$ cat config.mk
export PLATFORM = sky130hd
export DESIGN_NAME = rp_event_routing
export DESIGN_NICKNAME = d
export VERILOG_FILES = /design/src/rp_event_pkg.sv /design/src/rp_event_routing.sv
export SDC_FILE = /design/constraint.sdc
export NUM_CORES = 1
export LEC_CHECK = 0
export BUFFER_PORTS_ARGS = -buffer_cell sky130_fd_sc_hd__buf_2
export CORE_MARGIN = 10
export CORE_UTILIZATION = 45
export DETAILED_ROUTE_END_ITERATION = 10
export GPL_ROUTABILITY_DRIVEN = 0
export PLACE_DENSITY = 0.75
export SETUP_SLACK_MARGIN = 0.4
export SLEW_MARGIN = 20
export SYNTH_ARGS = -nofsm -noshare
export SYNTH_HDL_FRONTEND = slang
export SYNTH_SLANG_ARGS = --single-unit
$ cat constraint.sdc
create_clock -name pclk -period 1.9 [get_ports pclk]
set_input_delay 0.095 -clock pclk [delete_from_list [all_inputs] [get_ports pclk]]
set_output_delay 0.095 -clock pclk [all_outputs]
set_load 0.1 [all_outputs]
$ cat src/rp_event_pkg.sv
/*
 * Package for the root-port side-band event block: register offsets, field
 * positions, reset values, timing constants and the packed carriers.
 * Assumes a 32-bit APB with word-aligned registers.
 */
package rp_event_pkg;
	localparam logic [11:0] CTRL_OFF     = 12'h000;
	localparam logic [11:0] STATUS_OFF   = 12'h004;
	localparam logic [11:0] SLOT_OFF     = 12'h008;
	localparam logic [11:0] PME_OFF      = 12'h00C;
	localparam logic [11:0] LINKCAP_OFF  = 12'h010;
	localparam logic [31:0] CTRL_RST     = 32'h0000_0000;
	// control bit positions
	localparam int CB_PM_SCI   = 0;
	localparam int CB_PM_SMI   = 1;
	localparam int CB_HP_SCI   = 2;
	localparam int CB_HP_SMI   = 3;
	localparam int CB_POST     = 4;
	localparam int CB_PDC_IE   = 5;
	localparam int CB_HP_IE    = 6;
	localparam int CB_PTM      = 7;
	localparam int CB_PME_IE   = 8;
	// status bit positions
	localparam int SB_PM_SCI   = 0;
	localparam int SB_PM_SMI   = 1;
	localparam int SB_HP_SCI   = 2;
	localparam int SB_HP_PD    = 3;
	localparam int SB_HP_LA    = 4;
	localparam int SB_PDC      = 5;
	localparam int SB_LFAIL    = 6;
	localparam int SB_PME      = 7;
	localparam int SB_PME_PEND = 8;
	localparam int STATUS_W    = 9;
	// post-code io window
	localparam logic [15:0] POST_LO = 16'h0080;
	localparam logic [15:0] POST_HI = 16'h008F;
	// clock rate and L1 exit latency, in us and encoded per the link capability field
	localparam int CLK_MHZ             = 40;
	localparam int L1_EXIT_SEPARATE_REFCLK_MODE_US     = 10;
	localparam logic [2:0] L1_EXIT_NORMAL = 3'h2;
	localparam logic [2:0] L1_EXIT_SEPARATE_REFCLK_MODE   = 3'h4;

	typedef struct packed {
		logic        valid;
		logic        write;
		logic [15:0] addr;
		logic [31:0] data;
	} io_req_t;

	typedef struct packed {
		logic aspm_l0s_allowed;
		logic lower_skp_allowed;
		logic [2:0] l1_exit_lat;
		logic ptm_enable;
	} link_cfg_t;
endpackage

$ cat src/rp_event_routing.sv
/*
 * Root-port side-band event routing: PM and hot-plug status, SCI/SMI
 * routing, presence tracking, POST-code I/O claim, separate-refclk limits.
 * Assumes physical-layer events arrive as one-cycle pulses on pclk and
 * that the separate-refclk strap is stable around reset release.
 */
// The address map and the APB interface to the registers were chosen for this implementation.
//
// Contract
// pm event with pm sci routing enabled sets pm sci status.
// pm event with pm smi routing enabled sets pm smi status, asserts smi.
// pm smi status is set independent of interrupt or sci enables.
// with post decode enabled, claim io cycles at 80h through 8Fh.
// post window claim ignores io base/limit and io space enable.
// claimed post cycles go to the link unchanged, no local storage.
// downstream device returns last written value on post reads.
// separate refclk mode comes only from a strap sampled at reset release.
// separate refclk mode disallows the L0s low-power substate.
// separate refclk mode reports L1 exit latency of 10 us.
// reduced-rate skp ordered sets are never generated or accepted.
// insertion sets presence state and presence changed flag.
// removal clears presence state and sets presence changed flag.
// presence change interrupts only when both enables are set.
// enabled hot-plug event with hp sci routing sets hp sci status.
// hp smi routing sets presence smi status or link-active smi status.
// either hot-plug smi status asserts smi regardless of other enables.
// each lane corrects its own inverted polarity, no setting needed.
// precision time measurement has a per-port enable.
// link down event asserts the link failure indicator.
// endpoint sends ltr initially and whenever tolerance changes.
// first pme sets pme status, logs requester id, later ones pending.
// status bits stay set until written one; irqs follow enabled status. Pme pending also clears when a pme status w1c re-arms it and no pme arrives.
`timescale 1ns/1ps
module rp_event_routing #(
	parameter int LANES = 4
) (
	input  wire logic                    pclk,           // core clock
	input  wire logic                    presetn,        // async reset, low
	input  wire logic                    psel,           // apb select
	input  wire logic                    penable,        // apb enable
	input  wire logic                    pwrite,         // apb direction
	input  wire logic [11:0]             paddr,          // apb byte address
	input  wire logic [31:0]             pwdata,         // apb write data
	input  wire logic [3:0]              pstrb,          // apb byte strobes
	output logic                         pready,         // apb ready
	output logic [31:0]                  prdata,         // apb read data
	output logic                         pslverr,        // apb error
	input  wire logic                    separate_refclk_mode_strap,     // separate refclk strap
	input  wire logic                    pm_event,       // pm event pulse
	input  wire logic                    pme_msg,        // pm_pme message pulse
	input  wire logic [15:0]             pme_req_id,     // requester id of message
	input  wire logic                    phy_insert,     // insertion pulse
	input  wire logic                    phy_remove,     // removal pulse
	input  wire logic                    link_act_chg,   // link-active change pulse
	input  wire logic                    link_down,      // link-down event pulse
	input  wire logic                    skp_low_rx,     // reduced-rate skp seen
	input  wire logic [LANES-1:0]        lane_rx_inv,    // lane sees inverted symbols in training
	input  wire logic                    lane_training,  // initial training active
	input  wire rp_event_pkg::io_req_t   io_up,          // upstream io request
	input  wire logic                    io_bridge_hit,  // base/limit window hit
	input  wire logic                    io_space_en,    // io space enable
	output rp_event_pkg::io_req_t        io_link,        // request sent to link
	output logic                         io_claim,       // io cycle claimed
	output logic [LANES-1:0]             lane_polarity,  // per-lane invert control
	output rp_event_pkg::link_cfg_t      link_cfg,       // link capability view
	output logic                         skp_low_accept, // reduced skp accepted
	output logic                         sys_mgmt_irq_n, // smi, active low
	output logic                         sci_irq,        // acpi control interrupt
	output logic                         port_irq,       // normal port interrupt
	output logic                         link_fail_indicator // link-down debug
);
	import rp_event_pkg::*;

	logic [31:0]         ctrl_reg, ctrl_next;
	logic [STATUS_W-1:0] sts_reg, sts_next;
	logic                slot_presence_state, presence_next;
	logic [15:0]         rid_reg, rid_next;
	logic                separate_refclk_mode_reg;
	logic                separate_refclk_mode_taken_reg;
	logic [LANES-1:0]    pol_reg;
	io_req_t             io_link_reg;
	logic                claim_reg;
	logic [31:0]         prdata_reg;

	wire pm_sci_route_en        = ctrl_reg[CB_PM_SCI];
	wire pm_smi_route_en        = ctrl_reg[CB_PM_SMI];
	wire hp_sci_route_en        = ctrl_reg[CB_HP_SCI];
	wire hp_smi_route_en        = ctrl_reg[CB_HP_SMI];
	wire post_code_decode_en    = ctrl_reg[CB_POST];
	wire presence_change_irq_en = ctrl_reg[CB_PDC_IE];
	wire hotplug_irq_en         = ctrl_reg[CB_HP_IE];
	wire pme_irq_en             = ctrl_reg[CB_PME_IE];
	wire pm_sci_sts             = sts_reg[SB_PM_SCI];
	wire pm_smi_sts             = sts_reg[SB_PM_SMI];
	wire hp_sci_sts             = sts_reg[SB_HP_SCI];
	wire hp_presence_smi_sts    = sts_reg[SB_HP_PD];
	wire hp_linkact_smi_sts     = sts_reg[SB_HP_LA];
	wire presence_changed_flag  = sts_reg[SB_PDC];

	// apb decode, zero wait state
	wire apb_acc  = psel & penable;
	wire apb_wr   = apb_acc & pwrite;
	wire hit_ctrl = paddr == CTRL_OFF;
	wire hit_sts  = paddr == STATUS_OFF;
	wire hit_slot = paddr == SLOT_OFF;
	wire hit_pme  = paddr == PME_OFF;
	wire hit_lcap = paddr == LINKCAP_OFF;
	wire mapped   = hit_ctrl | hit_sts | hit_slot | hit_pme | hit_lcap;
	wire [31:0] strb_mask = {{8{pstrb[3]}}, {8{pstrb[2]}}, {8{pstrb[1]}}, {8{pstrb[0]}}};
	wire [STATUS_W-1:0] w1c = (apb_wr & hit_sts) ? (pwdata[STATUS_W-1:0] & strb_mask[STATUS_W-1:0])
	                                             : {STATUS_W{1'b0}};

	assign pready  = 1'b1;
	assign pslverr = apb_acc & ~mapped;
	assign prdata  = prdata_reg;

	// hot-plug event qualification
	wire pd_event     = phy_insert | phy_remove;
	wire pd_irq_event = pd_event & presence_change_irq_en & hotplug_irq_en;
	wire hp_enabled   = pd_irq_event | (link_act_chg & hotplug_irq_en);

	// pme first message versus pending; a w1c of the status with pending
	// queued re-arms status so the pending message is not dropped
	wire pme_sts_clr = w1c[SB_PME] & sts_reg[SB_PME];
	wire pme_first   = pme_msg & ~sts_reg[SB_PME];
	wire pme_later   = pme_msg & sts_reg[SB_PME] & ~pme_sts_clr;
	wire pme_rearm   = pme_sts_clr & (sts_reg[SB_PME_PEND] | pme_msg);

	// set wins over write-one-clear on every flag
	wire [STATUS_W-1:0] set_vec = {
		pme_later,                                   // pending
		pme_first | pme_rearm,
		link_down,
		pd_event,
		link_act_chg & hp_smi_route_en,
		pd_event & hp_smi_route_en,
		hp_enabled & hp_sci_route_en,
		pm_event & pm_smi_route_en,
		pm_event & pm_sci_route_en
	};

	always_comb begin
		sts_next = (sts_reg & ~w1c) | set_vec;
		if (pme_rearm & ~pme_msg) begin
			sts_next[SB_PME_PEND] = 1'b0;
		end
	end

	assign rid_next = (pme_first | (pme_rearm & pme_msg)) ? pme_req_id : rid_reg;

	// insertion and removal never coincide; insertion wins if they do
	assign presence_next = phy_insert ? 1'b1 : (phy_remove ? 1'b0 : slot_presence_state);

	assign ctrl_next = (apb_wr & hit_ctrl) ? ((ctrl_reg & ~strb_mask) | (pwdata & strb_mask)) : ctrl_reg;

	always_ff @(posedge pclk or negedge presetn) begin
		if (!presetn) begin
			ctrl_reg            <= CTRL_RST;
			sts_reg             <= '0;
			slot_presence_state <= 1'b0;
			rid_reg             <= 16'h0000;
		end else begin
			ctrl_reg            <= ctrl_next;
			sts_reg             <= sts_next;
			slot_presence_state <= presence_next;
			rid_reg             <= rid_next;
		end
	end

	// strap caught once after release; later changes are ignored
	always_ff @(posedge pclk or negedge presetn) begin
		if (!presetn) begin
			separate_refclk_mode_reg       <= 1'b0;
			separate_refclk_mode_taken_reg <= 1'b0;
		end else if (!separate_refclk_mode_taken_reg) begin
			separate_refclk_mode_reg       <= separate_refclk_mode_strap;
			separate_refclk_mode_taken_reg <= 1'b1;
		end
	end

	// interrupt outputs follow enabled status; smi ignores sci/irq enables
	assign sys_mgmt_irq_n = ~(pm_smi_sts | hp_presence_smi_sts | hp_linkact_smi_sts);
	assign sci_irq        = pm_sci_sts | hp_sci_sts;
	assign port_irq       = (presence_changed_flag & presence_change_irq_en & hotplug_irq_en)
	                      | (sts_reg[SB_PME] & pme_irq_en);
	assign link_fail_indicator = sts_reg[SB_LFAIL];

	// post window: base/limit and io space enable deliberately not consulted
	function automatic logic in_post_window(input logic [15:0] a);
		return (a >= POST_LO) && (a <= POST_HI);
	endfunction

	wire post_hit = io_up.valid & post_code_decode_en & in_post_window(io_up.addr);
	wire norm_hit = io_up.valid & io_bridge_hit & io_space_en;

	always_ff @(posedge pclk or negedge presetn) begin
		if (!presetn) begin
			io_link_reg <= '0;
			claim_reg   <= 1'b0;
		end else begin
			io_link_reg <= (post_hit | norm_hit) ? io_up : '0;
			claim_reg   <= post_hit | norm_hit;
		end
	end
	assign io_link  = io_link_reg;
	assign io_claim = claim_reg;

	// per-lane polarity latched only during initial training
	genvar g;
	generate
		for (g = 0; g < LANES; g++) begin : g_lane
			always_ff @(posedge pclk or negedge presetn) begin
				if (!presetn) begin
					pol_reg[g] <= 1'b0;
				end else if (lane_training && lane_rx_inv[g]) begin
					pol_reg[g] <= ~pol_reg[g];
				end
			end
		end
	endgenerate
	assign lane_polarity = pol_reg;

	always_comb begin
		link_cfg.aspm_l0s_allowed  = ~separate_refclk_mode_reg;
		link_cfg.lower_skp_allowed = 1'b0;
		link_cfg.l1_exit_lat       = separate_refclk_mode_reg ? L1_EXIT_SEPARATE_REFCLK_MODE : L1_EXIT_NORMAL;
		link_cfg.ptm_enable        = ctrl_reg[CB_PTM];
	end
	assign skp_low_accept = skp_low_rx & 1'b0;

	// read mux registered so data leaves a flip-flop
	wire [31:0] rd_val = hit_ctrl ? ctrl_reg
	                   : hit_sts  ? {{(32-STATUS_W){1'b0}}, sts_reg}
	                   : hit_slot ? {31'h0, slot_presence_state}
	                   : hit_pme  ? {16'h0000, rid_reg}
	                   : hit_lcap ? {26'h0, link_cfg}
	                   : 32'h0000_0000;
	always_ff @(posedge pclk or negedge presetn) begin
		if (!presetn) begin
			prdata_reg <= 32'h0000_0000;
		end else if (psel && !penable && !pwrite) begin
			prdata_reg <= rd_val;
		end
	end

	a_pm_smi_set: assert property (@(posedge pclk) disable iff (!presetn)
		(pm_event && pm_smi_route_en) |=> pm_smi_sts ##0 !sys_mgmt_irq_n)
		else $error("pm smi not raised");
	a_pm_sci_set: assert property (@(posedge pclk) disable iff (!presetn)
		(pm_event && pm_sci_route_en) |=> pm_sci_sts)
		else $error("pm sci not raised");
	a_smi_indep: assert property (@(posedge pclk) disable iff (!presetn)
		(pm_event && pm_smi_route_en && !pm_sci_route_en) |=> !sys_mgmt_irq_n)
		else $error("smi depends on sci enable");
	a_post_claim: assert property (@(posedge pclk) disable iff (!presetn)
		(io_up.valid && post_code_decode_en && io_up.addr >= 16'h0080 && io_up.addr <= 16'h008F)
		|=> io_claim && io_link == $past(io_up))
		else $error("post cycle not forwarded");
	a_separate_refclk_mode_l0s: assert property (@(posedge pclk) disable iff (!presetn)
		separate_refclk_mode_reg |-> !link_cfg.aspm_l0s_allowed && link_cfg.l1_exit_lat == L1_EXIT_SEPARATE_REFCLK_MODE)
		else $error("separate_refclk_mode limits not applied");
	a_separate_refclk_mode_static: assert property (@(posedge pclk) disable iff (!presetn)
		separate_refclk_mode_taken_reg |=> $stable(separate_refclk_mode_reg))
		else $error("separate_refclk_mode mode changed");
	a_insert_pres: assert property (@(posedge pclk) disable iff (!presetn)
		phy_insert |=> slot_presence_state && presence_changed_flag)
		else $error("insertion not recorded");
	a_remove_pres: assert property (@(posedge pclk) disable iff (!presetn)
		(phy_remove && !phy_insert) |=> !slot_presence_state && presence_changed_flag)
		else $error("removal not recorded");
	a_pd_irq_gate: assert property (@(posedge pclk) disable iff (!presetn)
		port_irq && !sts_reg[SB_PME] |-> presence_change_irq_en && hotplug_irq_en)
		else $error("presence irq without enables");
	a_hp_smi: assert property (@(posedge pclk) disable iff (!presetn)
		(link_act_chg && hp_smi_route_en) |=> hp_linkact_smi_sts ##1 (!sys_mgmt_irq_n || $past(w1c[SB_HP_LA])))
		else $error("link active smi missing");
	a_hp_sci: assert property (@(posedge pclk) disable iff (!presetn)
		(pd_irq_event && hp_sci_route_en) |=> hp_sci_sts)
		else $error("hp sci not raised");
	a_link_fail: assert property (@(posedge pclk) disable iff (!presetn)
		link_down |=> link_fail_indicator)
		else $error("link down not flagged");
	a_sticky_sts: assert property (@(posedge pclk) disable iff (!presetn)
		(pm_smi_sts && !w1c[SB_PM_SMI]) |=> pm_smi_sts)
		else $error("status dropped without clear");
	a_pme_first: assert property (@(posedge pclk) disable iff (!presetn)
		(pme_msg && !sts_reg[SB_PME]) |=> sts_reg[SB_PME] && rid_reg == $past(pme_req_id))
		else $error("pme first not logged");

	a_sci_no_route: assert property (@(posedge pclk) disable iff (!presetn)
		(pm_event && !pm_sci_route_en && !pm_sci_sts)
		|=> !pm_sci_sts)
		else $error("pm sci set without routing");

	a_smi_no_route: assert property (@(posedge pclk) disable iff (!presetn)
		(pm_event && !pm_smi_route_en && sys_mgmt_irq_n && !pd_event && !link_act_chg)
		|=> sys_mgmt_irq_n)
		else $error("smi raised without routing");

	a_hp_pd_smi: assert property (@(posedge pclk) disable iff (!presetn)
		(pd_event && hp_smi_route_en)
		|=> hp_presence_smi_sts && !sys_mgmt_irq_n)
		else $error("presence smi missing");

	a_hp_la_sci: assert property (@(posedge pclk) disable iff (!presetn)
		(link_act_chg && hotplug_irq_en && hp_sci_route_en)
		|=> hp_sci_sts)
		else $error("link active sci missing");

	a_pd_sci_gate: assert property (@(posedge pclk) disable iff (!presetn)
		(pd_event && !link_act_chg && !hp_sci_sts && !(presence_change_irq_en && hotplug_irq_en))
		|=> !hp_sci_sts)
		else $error("hp sci without irq enables");

	a_pd_irq_set: assert property (@(posedge pclk) disable iff (!presetn)
		(pd_event && presence_change_irq_en && hotplug_irq_en && !apb_wr)
		|=> port_irq)
		else $error("presence irq missing");

	a_presence_hold: assert property (@(posedge pclk) disable iff (!presetn)
		(!phy_insert && !phy_remove)
		|=> $stable(slot_presence_state))
		else $error("presence changed without event");

	a_post_outside: assert property (@(posedge pclk) disable iff (!presetn)
		(io_up.valid && !(io_bridge_hit && io_space_en) && !(post_code_decode_en && in_post_window(io_up.addr)))
		|=> !io_claim && !io_link.valid)
		else $error("io cycle claimed outside window");

	a_io_idle: assert property (@(posedge pclk) disable iff (!presetn)
		!io_up.valid
		|=> !io_claim && !io_link.valid)
		else $error("link request without upstream cycle");

	a_separate_refclk_mode_normal: assert property (@(posedge pclk) disable iff (!presetn)
		!separate_refclk_mode_reg
		|-> link_cfg.aspm_l0s_allowed && link_cfg.l1_exit_lat == L1_EXIT_NORMAL)
		else $error("common clock limits wrong");

	a_pol_hold: assert property (@(posedge pclk) disable iff (!presetn)
		!lane_training
		|=> $stable(lane_polarity))
		else $error("polarity moved outside training");

	a_pol_flip: assert property (@(posedge pclk) disable iff (!presetn)
		(lane_training && lane_rx_inv[0])
		|=> lane_polarity[0] != $past(lane_polarity[0]))
		else $error("lane polarity not corrected");

	a_ptm_write: assert property (@(posedge pclk) disable iff (!presetn)
		(apb_wr && hit_ctrl && pstrb[0])
		|=> link_cfg.ptm_enable == $past(pwdata[CB_PTM]))
		else $error("ptm enable not written");

	a_link_fail_hold: assert property (@(posedge pclk) disable iff (!presetn)
		(link_fail_indicator && !w1c[SB_LFAIL])
		|=> link_fail_indicator)
		else $error("link fail dropped without clear");

	a_w1c_clear: assert property (@(posedge pclk) disable iff (!presetn)
		(w1c[SB_LFAIL] && !link_down)
		|=> !link_fail_indicator)
		else $error("link fail not cleared");

	a_pme_pend: assert property (@(posedge pclk) disable iff (!presetn)
		(pme_msg && sts_reg[SB_PME] && !w1c[SB_PME])
		|=> sts_reg[SB_PME_PEND] && $stable(rid_reg))
		else $error("later pme not pending");

	a_pme_rearm: assert property (@(posedge pclk) disable iff (!presetn)
		(w1c[SB_PME] && sts_reg[SB_PME] && sts_reg[SB_PME_PEND] && !pme_msg)
		|=> sts_reg[SB_PME] && !sts_reg[SB_PME_PEND])
		else $error("pending pme lost on clear");

	a_rid_hold: assert property (@(posedge pclk) disable iff (!presetn)
		!pme_msg
		|=> $stable(rid_reg))
		else $error("requester id moved without message");

	a_ctrl_guard: assert property (@(posedge pclk) disable iff (!presetn)
		(apb_wr && !hit_ctrl)
		|=> $stable(ctrl_reg))
		else $error("control changed by other write");

	a_read_capture: assert property (@(posedge pclk) disable iff (!presetn)
		(psel && !penable && !pwrite && hit_ctrl)
		|=> prdata == $past(ctrl_reg))
		else $error("control read data wrong");
endmodule

# Yosys cells after proc, flatten, opt, wreduce, memory -nomap -nowiden
# Index checks and enable logic that the tools add are counted.
# op_classes
addsub	0
n_mux	11
multipliers	0
order_cmp	2
eq_ne	4
bitwise	59
div_mod_pow	0
shifts	0
reduce_logical	11
# ops
op	n
bitwise AND 32 bit	2
2-to-1 mux 50 bit	1
2-to-1 mux 16 bit	3
2-to-1 mux 32 bit	1
NOT 32 bit	1
bitwise OR 32 bit	1
bitwise AND 1 bit	27
equality test 12 x 4 -> 1 bit (second input constant)	2
bitwise AND 9 bit	2
>= comparator 16 x 8 -> 1 bit (second input constant)	1
<= comparator 16 x 8 -> 1 bit (second input constant)	1
bitwise OR 1 bit	14
equality test 12 x 3 -> 1 bit (second input constant)	1
equality test 12 x 5 -> 1 bit (second input constant)	1
logical NOT 12 bit	1
NOT 1 bit	10
2-to-1 mux 9 bit	1
NOT 9 bit	1
bitwise OR 9 bit	1
logical AND 1 bit	7
2-to-1 mux 6 bit	1
2-to-1 mux 1 bit	3
2-to-1 mux 3 bit	1
logical NOT 1 bit	2
nonzero test 2 bit	1
# word_totals
n_memories	0
mem_bits_ro	0
inputBits	134
ramBits	0
word_cells	103
regBits	147
latch_bits	0
out_inout_bits	100

# Logic depth before layout (Yosys ltp)
# Gate-level depths: netlist of run 1.
# logic_depth
word_depth	9
ltp_mapped	7
mapped_depth_nobuf	4

# Worst setup path after synthesis of run 1
# Ideal clock, no wire load.
# synth_timing
path_kind	register to output
start	register sts_reg[4]
end	output port sys_mgmt_irq_n
t_arrival_ns	2.449
stages_incl_launch_ff	2
slack_ns	-0.644
path_cell_list	dfrtp_1 > nor3_1
# synth_via
elab_chain_len	2
# synth_lines
item	line_no	source
start: declaration	rp_event_routing.sv:75	logic [STATUS_W-1:0] sts_reg, sts_next;
start signal: assignment	rp_event_routing.sv:164	sts_reg <= sts_next;
bitwise OR 1 bit	rp_event_routing.sv:182	assign sys_mgmt_irq_n = ~(pm_smi_sts | hp_presence_smi_sts | hp_linkact_smi_sts);
NOT 1 bit	rp_event_routing.sv:182	
end: declaration	rp_event_routing.sv:67	output logic sys_mgmt_irq_n,
# Every way passes these cells.

# Worst setup path after layout of run 1
# layout_timing
start	input port io_up[41] (netlist bit)
end	register io_link_reg, in the netlist io_link[14]
# layout_via
elab_chain_len	5
word_cells_on_any_way	6
# layout_lines
item	line_no	source
start: declaration	rp_event_routing.sv:59	input wire rp_event_pkg::io_req_t io_up,
>= comparator 16 x 8 -> 1 bit or <= comparator 16 x 8 -> 1 bit (tied branches)	rp_event_routing.sv:190	return (a >= POST_LO) && (a <= POST_HI);
logical AND 1 bit *	rp_event_routing.sv:190	
bitwise AND 1 bit *	rp_event_routing.sv:193	wire post_hit = io_up.valid & post_code_decode_en & in_post_window(io_up.addr);
bitwise OR 1 bit *	rp_event_routing.sv:201	io_link_reg <= (post_hit | norm_hit) ? io_up : '0;
2-to-1 mux 50 bit *	rp_event_routing.sv:201	
end signal: assignment	rp_event_routing.sv:201	
end: declaration	rp_event_routing.sv:81	io_req_t io_link_reg;
# Mark *: on every way between the ends. The rest lies on a longest branch, timed or not.
# A chain may end at the register's enable or synchronous reset.

==> results of run 1 <==
-- layer usage --
| layer | up-vias | track usage (%) |
|---|---|---|
| li1 | 2248 | - |
| met1 | 2441 | 24.55 |
| met2 | 223 | 34.58 |
| met3 | 28 | 9.933 |
| met4 | 0 | 7.437 |
| met5 | - | 0 |
-- kinds of logic after synthesis --
| logic type | Yosys count | share of synthesized area [%] |
|---|---|---|
| flip-flops | 147 | 63.02 |
| multiplexers | 51 | 10.44 |
| AND/OR/NAND/NOR | 120 | 12.48 |
| buffers and inverters | 36 | 3.708 |
| other | 2 | 0.1287 |
| XOR/XNOR | 4 | 0.6002 |
| AO/OA/AOI/OAI | 70 | 9.625 |
-- what timing repair did --
action / in CTS / in global routing
setup endpoints to repair: 54 / 55
setup buffers: 2 / 2
cloned: 1 / 1
hold buffers: 115 / 1
pin swaps: 2 / 2
endpoints found under the hold margin: 259 / 1
gates resized for setup: 9 / 15
-- layout by cell type (no fill, tap or decap), types with 4 or more instances in the layout --
master	count
dfrtp_1	147
nand2_1	17
mux2_2	39
buf_4	21
buf_6	4
buf_12	4
and2_1	54
buf_2	223
o21ai_0	6
mux2_4	10
nor2_1	8
nand4_1	10
a22oi_1	5
a21o_1	7
dlygate4sd3_1	116
clkbuf_16	18
xnor2_1	4
and3_1	5
a221o_1	7
a22o_1	20
conb_1	5
-- through the flow --
stage          setup slack [ps]  std cells  util (%)
2_1_floorplan             393.0        433         -
3_3_place_gp              91.82        821     57.01
3_5_place_dp              61.79        821     57.01
4_1_cts                   389.5        970     71.27
5_1_grt                   281.0        975     72.13
6_report                  350.3        975     72.13
-- power groups by stage --
| stage | sequential, mW | clock, mW | combinational, mW |
|---|---|---|---|
| 3_5_place_dp | 3.36 | 0 | 1.17 |
| 5_1_grt | 3.32 | 3.61 | 1.47 |
| 4_1_cts | 3.31 | 3.46 | 1.37 |
| 2_1_floorplan | 3.88 | 0 | 0.290 |
| 6_report | 3.31 | 3.41 | 1.40 |
| 3_3_place_gp | 3.36 | 0 | 1.15 |
-- how the worst max path moves through the flow --
stage	startpoint	endpoint	depth (start not counted)
floorplan	paddr[7]	rid_reg[10]$_DFFE_PN0P_	7
global placement	paddr[7]	flop	5
detailed placement	paddr[7]	flop	5
CTS	flop	io_link[30]$_DFF_PN0_	6
global route	io_up[41]	io_link[14]$_DFF_PN0_	8
finish	io_up[41]	io_link[14]$_DFF_PN0_	8
-- layout make-up --
class,instances,share of cell area (%)
inverters,4,0.2053
well taps,172,2.355
clock buffers,22,5.188
diodes,1,0.02738
multi-input cells,250,22.12
repair buffers,370,28.45
clock inverters,9,1.410
flip-flops and latches,147,40.25
-- worst min-delay path, cell delays in order --
cell and delay, ps:
buf_2 110, nand2_1 100, a21boi_0 90
==> metrics.yaml, run 1 <==
critical_path:
  reg2reg_setup_slack_ps: 360
  path_cells: "dlygate4sd3_1 > buf_2 > nor4b_4 > nand4_1 > a21boi_2 > buf_4 > buf_12 > and2_1"
  reg2reg_depth: 6
  critPathLaunchType: "input port"
  crit_family: "buffers and inverters"
  worst-path-max-fanout: 18
  max_stage_delay_ps: 550
  cp-end-kind: "flop"
  reg2reg_to: "io_link[14]$_DFF_PN0_"
  arrival_ps: 1890
  path_buf_inv: 4
  criticalPathCategory: "input port to flop"
  worst_path_max_delay_cell: "dlygate4sd3_1"
  critPathRequiredTime_ps: 2240
floorplan:
  core_area_mm2: 0.01267
  start_util_pct: 46.06
  die_area_mm2: 0.01793
  io_pins: 234
  die_height_um: 133.9
  rows: 41
  die_w_um: 133.9
global_route:
  grt_overflow: 0
  grt_usage_pct: 21.41
  first_global_vias: 5416
  grt_pass1_wl_um: 30040
  antenna_found_initial: 1
  grt_max_degree: 79
timing:
  relSlewSlack_pct: 65.06
  setup_viol: 0
  setup-tns-final_ps: 0
  drv_slew: 0
  fin_crit_sh_pct: 81.57
  fmax_mhz: 645.3
  worst_pin_slew_ps: 527.7
  final_hold_viol_count: 0
  final.min_clock_period_ps: 1550
  holdWs_ps: 25.22
  finClkSkew_ps: 11.20
  grt_setup_unrepaired: "true"
clock_network:
  htree_levels: 4
  numCtsBuffers: 17
  clock_latency_ps: 420
  root_buffer: "clkbuf_16"
  cts_num_sinks: 147
  clk_pin_slew_ps: 50
  cts_tree: "built"
  clock_path_buffers: 2
hold_path:
  min_to: "io_link[49]$_DFF_PN0_"
  hp-start: "io_bridge_hit"
  whs_path_depth: 3
  hold_class: "input port to flop"
logic_synthesis:
  synth_flop_cell: "dfrtp_1"
  synthCells: 430
  ys_seq_area_share_pct: 63.02
  netlist_area_mm2: 0.005837
  synthDistinctLibCells: 52
  ys_top_cells_by_count: "dfrtp_1 (147), and2_1 (55), mux2_2 (39)"
  syn_avg_cell_area_um2: 13.57
  synth.area.top_cells: "dfrtp_1 (63%), mux2_2 (7.5%), and2_1 (5.9%), a22o_1 (3.0%), mux2_4 (2.6%)"
  ys_warn_count: 0
  synthArstFlopShare_pct: 100.0
  synth-seq-cells: 147
  synth_most_common_cell: "dfrtp_1"
  yosysTopAreaCellShare_pct: 63.02
  synth_edf_count: 0
  synth_area_leader_cell: "dfrtp_1"
power_and_ir_drop:
  p_seq_share_pct: 40.8
  power_density_mw_per_mm2: 888.9
  p_int_mw: 5.843
  net-switching-power_mw: 2.282
  swShare_pct: 28.09
  p_total_mw: 8.125
  ir_drop_v: 0.0008499
  clkPwrFrac_pct: 42.0
  comb_power_share_pct: 17.2
  power_leakage_nw: 4.777
status:
  status: "completed"
route:
  wl_met3_um: 2081
  antenna_left: 0
  drt-met1-wl_um: 7698
  vias: 4940
  wl_per_cell_um: 19.95
  highest_layer: "met4"
  drt_pass1_iterations: 4
  wl_met2_um: 9255
  routed_wl_um: 19450
  via_per_inst: 5.067
  drc: 0
  drtIter0Drc: 281
placed_design:
  io_buffers: 228
  hpwl_um: 12710
  dpl-instance-area_mm2: 0.007223
finish:
  fin_area_mm2: 0.009140
  drive_gt1_share_pct: 43.14
  num-nets-final: 924
  multi_input_area_mm2: 0.002022
  seqCellArea_mm2: 0.003679
  fillers: 835
  syn2layout_area_growth_pct: 56.59
flow_run:
  drv_cap: 0
No activity file was read; power rests on OpenSTA's default activity.
==> inputs of run 2 (changes only) <==
Settings changed: CORE_UTILIZATION 45 to 44, PLACE_DENSITY 0.75 to 0.77.
Clock period 1.9 ns to 1.4 ns, I/O delays scaled along.
==> run 2 against run 1 <==
The run now ends with negative setup slack left. Worst hold slack improved by 8.1 ps. Worst setup slack got worse by 520 ps. Global-route usage rose by 7.5 points. Non-clock buffer count rose by 69. Die area rose by 1.9%. First-iteration DRC count rose by 110%. Via count rose by 22%. Critical endpoint is now prdata[5]$_DFFE_PN0P_. Largest power group unchanged.
==> metrics.yaml, run 2 (synthesis results as in run 1) <==
finish:
  fin_area_mm2: 0.01165  # +28%
  final_core_util_pct: 88.70  # +17 points
  mostFrequentLayoutCells: "buf_2 (128), dfrtp_1 (123), dlygate4sd3_1 (112)"
  fillers: 477  # -43%
  fin_cells: 1052  # +7.9%
  final_common_cell: "buf_2"
  syn2layout_area_growth_pct: 99.66
  drive_gt1_share_pct: 53.56  # +10 points
  num-nets-final: 993  # +7.5%
floorplan:
  rows: 42  # +2.4%
  io_pins: 234  # unchanged
  core_area_mm2: 0.01314  # +3.7%
  start_util_pct: 44.43  # -1.6 points
  die_area_mm2: 0.01827  # +1.9%
  die_height_um: 135.2  # +0.96%
  die_w_um: 135.2  # +0.96%
timing:
  relSlewSlack_pct: 58.71  # -6.3 points
  finClkSkew_ps: 16.55  # +5.351 ps
  drv_slew: 0  # unchanged
  grt_setup_unrepaired: "true"
  setup_viol: 67  # +67
  holdWs_ps: 33.36  # +8.139 ps
  setup-tns-final_ps: -5389  # -5389 ps
  final_hold_viol_count: 0  # unchanged
  fmax_mhz: 637.9
  fin_crit_sh_pct: 112.0
  worst_pin_slew_ps: 612.8  # +85.11 ps
  fin_ws_ps: -167.6  # -517.8 ps
  final.min_clock_period_ps: 1568
critical_path:
  r2r_start: "separate_refclk_mode_reg$_DFFE_PN0N_"
  max_stage_delay_ps: 440  # -110 ps
  reg2reg_setup_slack_ps: -170  # -530 ps
  path_cells: "buf_6 > a211oi_4 > buf_4 > a221oi_4 > o31ai_2 > o21a_1"
  cp-end-kind: "flop"
  reg2reg_to: "prdata[5]$_DFFE_PN0P_"
  arrival_ps: 1910  # +20 ps
  endpoint: "prdata[5]$_DFFE_PN0P_"
  worst_path_max_delay_cell: "dfrtp_2"
  critPathRequiredTime_ps: 1740  # -500 ps
  worst-path-max-fanout: 3  # -15
  reg2reg_depth: 6  # unchanged
  critPathLaunch: "separate_refclk_mode_reg$_DFFE_PN0N_"
  criticalPathCategory: "flop to flop"
  critPathLaunchType: "flop"
placed_design:
  dp_cells: 844  # +2.8%
  post-place-ws_ps: -314.1  # -375.9 ps
  io_buffers: 228  # unchanged
  hpwl_um: 13490  # +6.2%
  dpl-instance-area_mm2: 0.007565  # +4.7%
global_route:
  antenna_found_initial: 3  # +2
  first_global_vias: 6330  # +17%
  grt_max_degree: 55  # -30%
  grt_usage_pct: 28.92  # +7.5 points
  grt_pass1_wl_um: 40020  # +33%
  grt_overflow: 0  # unchanged
hold_path:
  hold_class: "input port to flop"
  hp-start: "io_up[37]"
route:
  via_per_inst: 5.752  # +14%
  routed_wl_um: 29770  # +53%
  wl_per_cell_um: 28.30  # +42%
  antenna_left: 0  # unchanged
  drt_pass1_iterations: 7  # +3
  drtIter0Drc: 577  # +110%
  vias: 6051  # +22%
  drc: 0  # unchanged
clock_network:
  cts_tree: "built"
  root_buffer: "clkbuf_16"
  clk_pin_slew_ps: 70  # +20 ps
  clock_latency_ps: 430  # about the same
  clock_path_buffers: 2  # unchanged
  htree_levels: 4  # unchanged
  cts_num_sinks: 147  # unchanged
  numCtsBuffers: 17  # unchanged
flow_run:
  drv_cap: 0  # unchanged
power_and_ir_drop:
  p_total_mw: 11.85  # +46%
  power_density_mw_per_mm2: 1017  # +14%
  ir_drop_v: 0.0008549  # +0.58%
  power_leakage_nw: 5.542  # +16%
status:
  status: "complete, but fails checks"
  violations: "negative setup slack"
[run 2: cell count changes in the layout (fill, tap and decap cells not counted), sizes merged]
cell	delta
buf	+73
bufinv	-1
clkbuf	-2
clkinv	+3
clkinvlp	+1
diode	+3
dlygate4sd3	-4
[run 2: critical path, delay by kind of cell, from the launching register on]
| kind | cells | cell delay [ps] |
|---|---|---|
| DFF | 1 | 440 |
| buffers and inverters | 2 | 290 |
| AOI/OAI and AO/OA | 4 | 740 |
[run 2: area by class of cell]
type / count / area (um^2) / area share (%)
Antenna cell: 4 / 10.01 / 0.08589
Clock buffer: 20 / 456.7 / 3.919
Clock inverter: 12 / 132.6 / 1.138
Inverter: 4 / 18.77 / 0.1610
Multi-Input combinational cell: 250 / 2302 / 19.76
Sequential cell: 147 / 3709 / 31.82
Tap cell: 176 / 220.2 / 1.890
Timing Repair Buffer: 439 / 4805 / 41.23
[run 2: worst min-delay path by stage]
stage	end	slack [ps]	depth (start not counted)
after floorplan	async pin	-230	0
after global placement	async pin	-40	1
after detailed placement	async pin	-40	1
after CTS	sts_reg[8]$_DFF_PN0_	20	2
after global routing	io_link[49]$_DFF_PN0_	10	4
final	io_link[49]$_DFF_PN0_	30	4
[run 2: timing repair]
item                                   4_1_cts  5_1_grt
setup endpoints to repair                  232      236
hold buffers                               112        0
buffers inserted                            38       20
gates resized for setup                    405       83
gates cloned                                 2        0
pin swaps                                   18       21
endpoints found under the hold margin      259        0
[run 2: routing by layer]
layer | wire, um | global-route usage, % | up-vias
met1 | 9896 | 30.59 | 2977
met3 | 3393 | 10.61 | 141
li1 | - | - | 2375
met2 | 14830 | 51.41 | 558
met4 | 1649 | 10.83 | 0
met5 | 0 | 0 | -
[run 2: power by group]
part | total (mW) | leakage (nW) | switching, mW | internal [mW]
clock network | 4.67 | 0.282 | 1.94 | 2.72
registers | 4.57 | 1.95 | 0.162 | 4.41
logic | 2.61 | 3.31 | 1.49 | 1.13
total | 11.9 | 5.54 | 3.59 | 8.26
